$ cat src/rtl/rscd_defs.svh
// constants for the radio serial control decode block
`ifndef RSCD_DEFS_SVH
`define RSCD_DEFS_SVH
// word lengths: word one 23 bits, word two 11 bits, address bit last
`define RSCD_W1_LEN       23
`define RSCD_W2_LEN       11
// address bit values
`define RSCD_SEL_W1       1'b1
`define RSCD_SEL_W2       1'b0
// word one field positions
`define RSCD_RC_LSB       21
`define RSCD_SC_LSB       16
`define RSCD_MC_LSB       14
`define RSCD_OSC_BIT      13
`define RSCD_TEST_BIT     11
`define RSCD_GF_BIT       10
`define RSCD_MCC_BIT      9
`define RSCD_DEV_LSB      6
`define RSCD_PRE_LSB      3
`define RSCD_CPT_LSB      0
// word two field positions
`define RSCD_DEMOD_LSB    6
`define RSCD_MOD_COMP_SCALE_LSB     3
`define RSCD_TSEL_LSB     0
// reset values
`define RSCD_W1_RESET     23'h000000
`define RSCD_W2_RESET     11'h000
// main divider base ratio and ref divider ratios
`define RSCD_MAIN_BASE    6'h20
`define RSCD_REF_R0       4'h3
`define RSCD_REF_R1       4'h4
`define RSCD_REF_R2       4'h6
// reference/512 test divider width
`define RSCD_TDIV_W       9
// percent scale base and step
`define RSCD_PCT_BASE     8'h3C
`define RSCD_PCT_STEP     8'h0A
`endif

$ cat src/rtl/rscd_pkg.sv
// types for the radio serial control decode block
package rscd_pkg;
   // word one fields
   typedef struct packed {
      logic [1:0] ref_divider_code;
      logic [4:0] swallow_count;
      logic [1:0] main_divider_code;
      logic       osc_select;
      logic       spare12;
      logic       test_bit;
      logic       gauss_filter_enable;
      logic       mod_comp_enable;
      logic [2:0] deviation_scale;
      logic [2:0] osc_pretune_code;
      logic [2:0] pump_current_trim;
   } rscd_word1_t;
   // word two fields
   typedef struct packed {
      logic [4:0] demod_center_trim;
      logic [2:0] mod_comp_scale;
      logic [2:0] test_select;
   } rscd_word2_t;
   // block enables
   typedef struct packed {
      logic tx_driver;
      logic ramp_gen;
      logic baseband_filter;
      logic demod;
      logic if_amp;
      logic ir_mixer;
      logic rx_switch;
      logic tx_switch;
      logic gauss_filter;
      logic mod_comp;
      logic program_divider;
      logic phase_compare;
      logic charge_pump;
      logic ref_divider;
      logic aux_reg;
      logic osc_reg;
   } rscd_enables_t;
   // operating mode
   typedef enum logic [1:0] {RSCD_IDLE, RSCD_TX, RSCD_RX, RSCD_RSSI} rscd_mode_t;
   // serial capture state
   typedef enum logic {RSCD_WAIT, RSCD_SHIFT} rscd_sstate_t;
endpackage : rscd_pkg

$ cat src/rtl/rscd_sync.sv
// three-stage input synchroniser with agreement filter
`timescale 1ns/1ps
`include "rscd_defs.svh"
module rscd_sync #(
   parameter int WIDTH = 1
) (
   // clock and reset
   input  wire logic             clk,
   input  wire logic             reset,
   // raw and filtered levels
   input  wire logic [WIDTH-1:0] din,
   output logic      [WIDTH-1:0] dout
);
   // stage registers
   typedef struct packed {
      logic [WIDTH-1:0] s1;
      logic [WIDTH-1:0] s2;
      logic [WIDTH-1:0] s3;
      logic [WIDTH-1:0] q;
   } rscd_sync_t;
   rscd_sync_t st;
   rscd_sync_t next_st;
   // width check
   initial begin
      if (WIDTH < 1) $error("width must be positive");
   end
   // next state: output moves only when stages two and three agree
   always_comb begin
      next_st    = st;
      next_st.s1 = din;
      next_st.s2 = st.s1;
      next_st.s3 = st.s2;
      for (int i = 0; i < WIDTH; i++) begin
         if (st.s2[i] == st.s3[i]) next_st.q[i] = st.s3[i];
      end
   end
   // register all stages
   always_ff @(posedge clk or posedge reset) begin
      if (reset) st <= '0;
      else st <= next_st;
   end
   assign dout = st.q;
endmodule : rscd_sync

$ cat src/rtl/rscd_top.sv
// three-wire programming port with latched words and mode decode
`timescale 1ns/1ps
`include "rscd_defs.svh"
module rscd_top #(
   parameter int W1_LEN = `RSCD_W1_LEN,
   parameter int W2_LEN = `RSCD_W2_LEN
) (
   // clock and reset
   input  wire logic                 clk,
   input  wire logic                 reset,
   // three-wire bus pins
   input  wire logic                 bus_clock,
   input  wire logic                 bus_data,
   input  wire logic                 bus_enable,
   // mode and power-up pins
   input  wire logic                 rx_on,
   input  wire logic                 tx_on,
   input  wire logic                 aux_regulator_powerup,
   input  wire logic                 osc_regulator_powerup,
   input  wire logic                 radio_path_powerup,
   input  wire logic                 synth_powerup,
   input  wire logic                 pump_current_select,
   // synthesizer status and divider outputs
   input  wire logic                 synth_locked,
   input  wire logic                 ref_div_out,
   input  wire logic                 prog_div_out,
   // latched words
   output rscd_pkg::rscd_word1_t     channel_setup_word,
   output rscd_pkg::rscd_word2_t     production_trim_word,
   // decoded settings
   output logic [3:0]                ref_ratio,
   output logic [5:0]                main_ratio,
   output logic [4:0]                swallow_count,
   output logic                      osc_select,
   output logic [7:0]                deviation_pct,
   output logic [7:0]                mod_comp_pct,
   output logic [2:0]                osc_pretune_code,
   output logic signed [3:0]         pump_current_step,
   output logic [4:0]                demod_center_trim,
   output logic                      pump_high_current,
   output logic                      pump_high_z,
   // block enables and mode
   output rscd_pkg::rscd_enables_t   enables,
   output rscd_pkg::rscd_mode_t      mode,
   // lock pin
   output logic                      lock_indicator
);
   // width check
   initial begin
      if (W1_LEN != `RSCD_W1_LEN || W2_LEN != `RSCD_W2_LEN) $error("word lengths fixed by field layout");
   end
   // synchronised pin levels
   logic [10:0] pins_s;
   logic        sclk_s, sdat_s, sen_s, rxon_s, txon_s;
   logic        pu_aux_s, pu_osc_s, pu_radio_s, pu_synth_s, pump_sel_s, lock_s;
   rscd_sync #(.WIDTH(11)) u_sync (
      .clk   (clk),
      .reset (reset),
      .din   ({bus_clock, bus_data, bus_enable, rx_on, tx_on, aux_regulator_powerup,
               osc_regulator_powerup, radio_path_powerup, synth_powerup, pump_current_select, synth_locked}),
      .dout  (pins_s)
   );
   // unpack in the same order as packed above
   assign {sclk_s, sdat_s, sen_s, rxon_s, txon_s, pu_aux_s, pu_osc_s, pu_radio_s, pu_synth_s,
           pump_sel_s, lock_s} = pins_s;
   // ratio lookup for reference divider
   function automatic logic [3:0] rscd_ref_ratio(input logic [1:0] code);
      case (code)
         2'h0:    rscd_ref_ratio = `RSCD_REF_R0;
         2'h1:    rscd_ref_ratio = `RSCD_REF_R1;
         2'h2:    rscd_ref_ratio = `RSCD_REF_R2;
         default: rscd_ref_ratio = 4'h0;
      endcase
   endfunction : rscd_ref_ratio
   // percent scale lookup, used for deviation and compensation
   function automatic logic [7:0] rscd_pct(input logic [2:0] code);
      rscd_pct = 8'(`RSCD_PCT_BASE + 8'(code) * `RSCD_PCT_STEP);
   endfunction : rscd_pct
   // all block state
   typedef struct packed {
      rscd_pkg::rscd_sstate_t  sst;
      logic [W1_LEN:0]         shreg;
      logic                    sclk_d;
      logic                    sen_d;
      logic                    ref_d;
      logic                    prog_d;
      logic                    ref_half;
      logic                    prog_half;
      logic [`RSCD_TDIV_W-1:0] ref_cnt;
      rscd_pkg::rscd_word1_t   w1;
      rscd_pkg::rscd_word2_t   w2;
      logic [3:0]              ref_ratio;
      logic [5:0]              main_ratio;
      logic [7:0]              dev_pct;
      logic [7:0]              mcc_pct;
      logic signed [3:0]       cp_step;
      logic                    pump_hi;
      logic                    pump_z;
      rscd_pkg::rscd_enables_t en;
      rscd_pkg::rscd_mode_t    mode;
      logic [4:0]              demod_trim;
      logic                    lock_pin;
   } rscd_state_t;
   // registered state and its next value
   rscd_state_t st;
   rscd_state_t next_st;
   // transmit and receive qualifiers, radio path powered only
   logic tx_mode, rx_mode;
   // next state
   always_comb begin
      next_st        = st;
      next_st.sclk_d = sclk_s;
      next_st.sen_d  = sen_s;
      next_st.ref_d  = ref_div_out;
      next_st.prog_d = prog_div_out;
      tx_mode = 1'b0;
      rx_mode = 1'b0;
      // serial capture
      case (st.sst)
         rscd_pkg::RSCD_WAIT: begin
            // open a frame only on a falling enable, never on the reset level
            if (!sen_s && st.sen_d) next_st.sst = rscd_pkg::RSCD_SHIFT;
         end
         rscd_pkg::RSCD_SHIFT: begin
            if (!sen_s && sclk_s && !st.sclk_d) begin
               next_st.shreg = {st.shreg[W1_LEN-1:0], sdat_s};
            end
            if (sen_s) begin
               next_st.sst = rscd_pkg::RSCD_WAIT;
               if (st.shreg[0] == `RSCD_SEL_W1) next_st.w1 = st.shreg[W1_LEN:1];
               else next_st.w2 = st.shreg[W2_LEN:1];
            end
         end
         default: next_st.sst = rscd_pkg::RSCD_WAIT;
      endcase
      next_st.ref_ratio  = rscd_ref_ratio(st.w1.ref_divider_code);
      next_st.main_ratio = `RSCD_MAIN_BASE + {4'h0, st.w1.main_divider_code};
      next_st.cp_step    = 4'($signed({1'b0, st.w1.pump_current_trim}) - 4'sh4);
      next_st.pump_hi    = pump_sel_s;
      if (pu_aux_s && pu_osc_s && pu_radio_s && pu_synth_s) begin
         if (rxon_s && txon_s) next_st.mode = rscd_pkg::RSCD_RSSI;
         else if (txon_s) next_st.mode = rscd_pkg::RSCD_TX;
         else if (rxon_s) next_st.mode = rscd_pkg::RSCD_RX;
         else next_st.mode = rscd_pkg::RSCD_IDLE;
      end else begin
         next_st.mode = rscd_pkg::RSCD_IDLE;
      end
      // demod trim only while receive mode is decoded
      next_st.demod_trim = (next_st.mode == rscd_pkg::RSCD_RX) ? st.w2.demod_center_trim : 5'h00;
      tx_mode = pu_radio_s && txon_s && !rxon_s;
      rx_mode = pu_radio_s && rxon_s && !txon_s;
      next_st.dev_pct = tx_mode ? rscd_pct(st.w1.deviation_scale) : 8'h00;
      next_st.mcc_pct = tx_mode ? rscd_pct(st.w2.mod_comp_scale) : 8'h00;
      next_st.en.aux_reg         = pu_aux_s;
      next_st.en.osc_reg         = pu_osc_s;
      next_st.en.program_divider = pu_synth_s;
      next_st.en.phase_compare   = pu_synth_s;
      next_st.en.charge_pump     = pu_synth_s;
      next_st.en.ref_divider     = pu_synth_s;
      next_st.en.tx_driver = tx_mode;
      next_st.en.ramp_gen  = tx_mode;
      next_st.en.tx_switch = tx_mode;
      // receive chain, signal-strength-only keeps mixer and amps
      next_st.en.baseband_filter = rx_mode;
      next_st.en.demod           = rx_mode;
      next_st.en.if_amp          = pu_radio_s && rxon_s;
      next_st.en.ir_mixer        = pu_radio_s && rxon_s;
      next_st.en.rx_switch       = pu_radio_s && rxon_s;
      next_st.en.gauss_filter = tx_mode && st.w1.gauss_filter_enable;
      next_st.en.mod_comp     = tx_mode && st.w1.mod_comp_enable;
      // test dividers: halve reference and program divider, reference/512
      if (ref_div_out && !st.ref_d) begin
         next_st.ref_half = !st.ref_half;
         next_st.ref_cnt  = st.ref_cnt + 1'b1;
      end
      if (prog_div_out && !st.prog_d) next_st.prog_half = !st.prog_half;
      next_st.pump_z = st.w2.test_select[2];
      case (st.w2.test_select[1:0])
         2'h0:    next_st.lock_pin = st.w1.test_bit ? lock_s : 1'b0;
         2'h1:    next_st.lock_pin = !st.w1.test_bit ? st.ref_half : 1'b0;
         2'h2:    next_st.lock_pin = st.w1.test_bit ? st.prog_half : 1'b0;
         default: next_st.lock_pin = st.w2.test_select[2] ? st.ref_d : st.ref_cnt[`RSCD_TDIV_W-1];
      endcase
   end
   always_ff @(posedge clk or posedge reset) begin
      if (reset) st <= '0;
      else st <= next_st;
   end
   // outputs straight from state
   assign channel_setup_word   = st.w1;
   assign production_trim_word = st.w2;
   assign ref_ratio            = st.ref_ratio;
   assign main_ratio           = st.main_ratio;
   assign swallow_count        = st.w1.swallow_count;
   assign osc_select           = st.w1.osc_select;
   assign deviation_pct        = st.dev_pct;
   assign mod_comp_pct         = st.mcc_pct;
   assign osc_pretune_code     = st.w1.osc_pretune_code;
   assign pump_current_step    = st.cp_step;
   assign demod_center_trim    = st.demod_trim;
   assign pump_high_current    = st.pump_hi;
   assign pump_high_z          = st.pump_z;
   assign enables              = st.en;
   assign mode                 = st.mode;
   assign lock_indicator       = st.lock_pin;
endmodule : rscd_top

$ cat config.mk
export PLATFORM = sky130hd
export DESIGN_NAME = rscd_top
export DESIGN_NICKNAME = d
export VERILOG_FILES = /design/src/rtl/rscd_pkg.sv /design/src/rtl/rscd_sync.sv /design/src/rtl/rscd_top.sv
export VERILOG_INCLUDE_DIRS = /design/src /design/src/rtl
export SDC_FILE = /design/constraint.sdc
export NUM_CORES = 1
export LEC_CHECK = 0
export BUFFER_PORTS_ARGS = -buffer_cell sky130_fd_sc_hd__buf_2
export CAP_MARGIN = 20
export CORE_AREA = 2 2 129 131
export CTS_CLUSTER_SIZE = 20
export DETAILED_ROUTE_END_ITERATION = 16
export DIE_AREA = 0 0 131 133
export GPL_ROUTABILITY_DRIVEN = 0
export REMOVE_ABC_BUFFERS = 1
export SLEW_MARGIN = 10
export SYNTH_ARGS = -nofsm -noshare
export SYNTH_HDL_FRONTEND = slang
export SYNTH_SLANG_ARGS = --single-unit
$ cat constraint.sdc
create_clock -name clk -period 14.2 [get_ports clk]
set_clock_uncertainty 0.05 [all_clocks]
set_input_delay 4.26 -clock clk [delete_from_list [all_inputs] [get_ports clk]]
set_output_delay 4.26 -clock clk [all_outputs]
set_load 0.02 [all_outputs]
==> results.yml <==
outcome:
  status: "finished clean"
pwr:
  p_leak_nw: 3.63
  power.switching_w: 0.000278
  ir_worst_vdd_mv: 0.0820
  swShare: 0.261
  power.share.clock: 0.403
  comb_power_share: 0.104
  seqPwrFrac: 0.493
  p_per_area_mw_per_mm2: 152
  power.internal_w: 0.000786
clock_network:
  cts.reportedPaths.clkPinSlew_ns: 0.07
  cts_root_buffer: "clkbuf_16"
  cts_hold_buf: 0
  cts_tree: "yes"
  insertion_delay_ns: 0.42
  cts_resized: 0
  clkSinkCount: 159
  numCtsBuffers: 17
  post_cts_buffers: 0
  cts_buffer_depth: 2
  htreeDepth: 4
drt:
  vias: 3023
  drc: 0
  firstDrtPassIters: 4
  drt_wl_total_mm: 9.48
  avgRoutedWirePerCell_um: 13.6
  drtAntennaViolNets: 0
  drt-initial-drc-count: 95
  via_per_inst: 4.33
layout:
  fillCellCount: 1452
  antenna_cells: 0
  drive_gt1_frac: 0.431
  multi_input_area_mm2: 0.00155
  final_cell_mix: "dfrtp_1 (159), buf_2 (107), mux2_2 (41), mux2_4 (20), clkbuf_16 (17)"
  layout_commonest_cell: "dfrtp_1"
  utilization: 0.433
  syn_to_final_growth_pct: 10.3
  regArea_mm2: 0.00398
  fin_nets: 495
hold_path:
  min-delay-start: "u_sync.next_st[29]"
  hold_class: "reg2reg"
  holdPathStages: 0
  hold_end: "u_sync.next_st[18]"
timing:
  min_period_ns: 5.46
  finalHoldViolCount: 0
  worst_slew_pin_slew_ns: 0.879
  slew_headroom: 0.414
  period_share: 0.384
  rsz0062_at_grt: "false"
  finalMaxSlewViolations: 0
  finalSetupViolCount: 0
  fmax_mhz: 183
  setup-tns-final_ns: 0
global_route:
  grt_max_degree: 84
  overflow: 0
  grt.total_usage: 0.119
  antenna_found_initial: 0
  grt_pass1_wl_mm: 15.7
  grt_pass1_vias: 3045
setup_path:
  critPathKind: "reg2out"
  cpPeakStageDelay_ns: 0.50
  cp-start-kind: "flop"
  critPathArrivalTime_ns: 1.15
  end_kind: "output pin"
  path_cells: "buf_2"
  cpLargestDelayFamily: "flip-flops"
  reg2reg_from: "u_sync.dout[8]"
  rrSetupSlack_ns: 12.28
  path_max_fanout: 6
  crit_slowest_cell: "dfrtp_1"
  r2r_cells: 2
  worstPathRequired_ns: 9.89
  rr_endpoint: "st[108]"
  cp_num_buf_inv: 1
placed_design:
  dpl.hpwl_mm: 6.32
  port_buffers: 107
floorplan:
  chipWidth_um: 131
  coreArea_mm2: 0.0162
  ios: 114
  die_area_mm2: 0.0174
  die_height_um: 133
  start_util: 0.392
  fp-row-count: 47
synthesis:
  ys_ff_latch: 159
  synth_top_cell_by_area: "dfrtp_1"
  netlist_instances: 434
  synth.area.top_cells: "dfrtp_1 (63%), buf_4 (11%), mux2_2 (7.3%), mux2_4 (4.7%), ha_1 (2.2%)"
  syn_area_mm2: 0.00635
  synth_top_area_frac: 0.627
  synthFlopType: "dfrtp_1"
  ys_warn_count: 0
  ys_types: 32
  async_flop_share: 1.00
  synth_edf_count: 0
  syn_avg_cell_area_um2: 14.6
  seq_area_frac_synth: 0.627
job:
  drv_cap: 0
[final cells by class]
cell class | count | area share
timing repair buffer | 110 | 0.0826
inverter | 14 | 0.00822
clock inverter | 14 | 0.0190
tap | 220 | 0.0393
clock buffer | 18 | 0.0613
multi-input combinational | 163 | 0.221
sequential | 159 | 0.569
[worst max path at each step]
stage,from,end,slack [ns],cells after the start
6_report,production_trim_word[3],production_trim_word[3],8.74,1
3_5_place_dp,reset,u_sync.next_st[32],8.14,3
3_3_place_gp,reset,u_sync.next_st[32],8.21,3
5_1_grt,production_trim_word[3],production_trim_word[3],8.65,1
4_1_cts,reset,u_sync.next_st[32],8.61,3
2_1_floorplan,reset,channel_setup_word[0],5.60,1
[per-layer routing]
| metal | vias up | global-route usage | part of all wire |
|---|---|---|---|
| met5 | - | 0 | 0 |
| met4 | 0 | 0.0426 | 0.012 |
| met3 | 9 | 0.0526 | 0.059 |
| met2 | 88 | 0.171 | 0.46 |
| met1 | 1537 | 0.161 | 0.47 |
| li1 | 1389 | - | - |
[synth_stat cells (2+ instances only)]
cell,number
nor3_1,3
inv_1,14
mux2_2,41
or2_2,2
buf_12,2
buf_2,3
o41ai_1,2
and2_1,14
nor3b_1,2
xnor2_1,5
nand2b_1,2
fa_1,4
clkbuf_1,2
conb_1,2
dfrtp_1,159
xor2_1,7
maj3_1,11
nand3_1,3
ha_1,11
nand3b_1,2
buf_4,95
nand2_1,4
mux2_4,20
nor2_1,16
[cells by family after synthesis]
kind of cell,after synthesis,synth area share
adder cells (fa/ha/maj),26,0.0517
flip-flops,159,0.627
AND/OR/NAND/NOR,53,0.0457
buffers and inverters,117,0.132
XOR/XNOR,12,0.0166
multiplexers,62,0.122
other,2,0.00118
AO/OA/AOI/OAI,3,0.00394
[registers in the layout, indices dropped and copies added (netlist names), 7 cells and up]
name                  flops
channel_setup_word       14
production_trim_word     11
deviation_pct             7
u_sync.dout              11
mod_comp_pct              7
enables                   8
u_sync.st                11
u_sync.next_st           22
st                       40
[power by group through the flow]
stage | Combinational [W] | Clock [W] | Sequential [W]
floorplan | 0.0000569 | 0 | 0.000547
CTS | 0.000112 | 0.000446 | 0.000525
global route | 0.000123 | 0.000465 | 0.000531
finish | 0.000110 | 0.000429 | 0.000524
detailed placement | 0.000112 | 0 | 0.000532
global placement | 0.000108 | 0 | 0.000531
[per-stage QoR]
stage	hold WS, ns	area [µm²]	worst slack (ns)	total power (W)	instances
after floorplan	0.281	5580	5.60	0.000604	336
after global placement	0.283	6410	8.21	0.000639	665
after detailed placement	0.285	6410	8.14	0.000644	665
after CTS	0.293	6970	8.61	0.00108	697
after global routing	0.300	7000	8.65	0.00112	698
final	0.297	7000	8.74	0.00106	698
No activity file was read; power rests on OpenSTA's default activity.
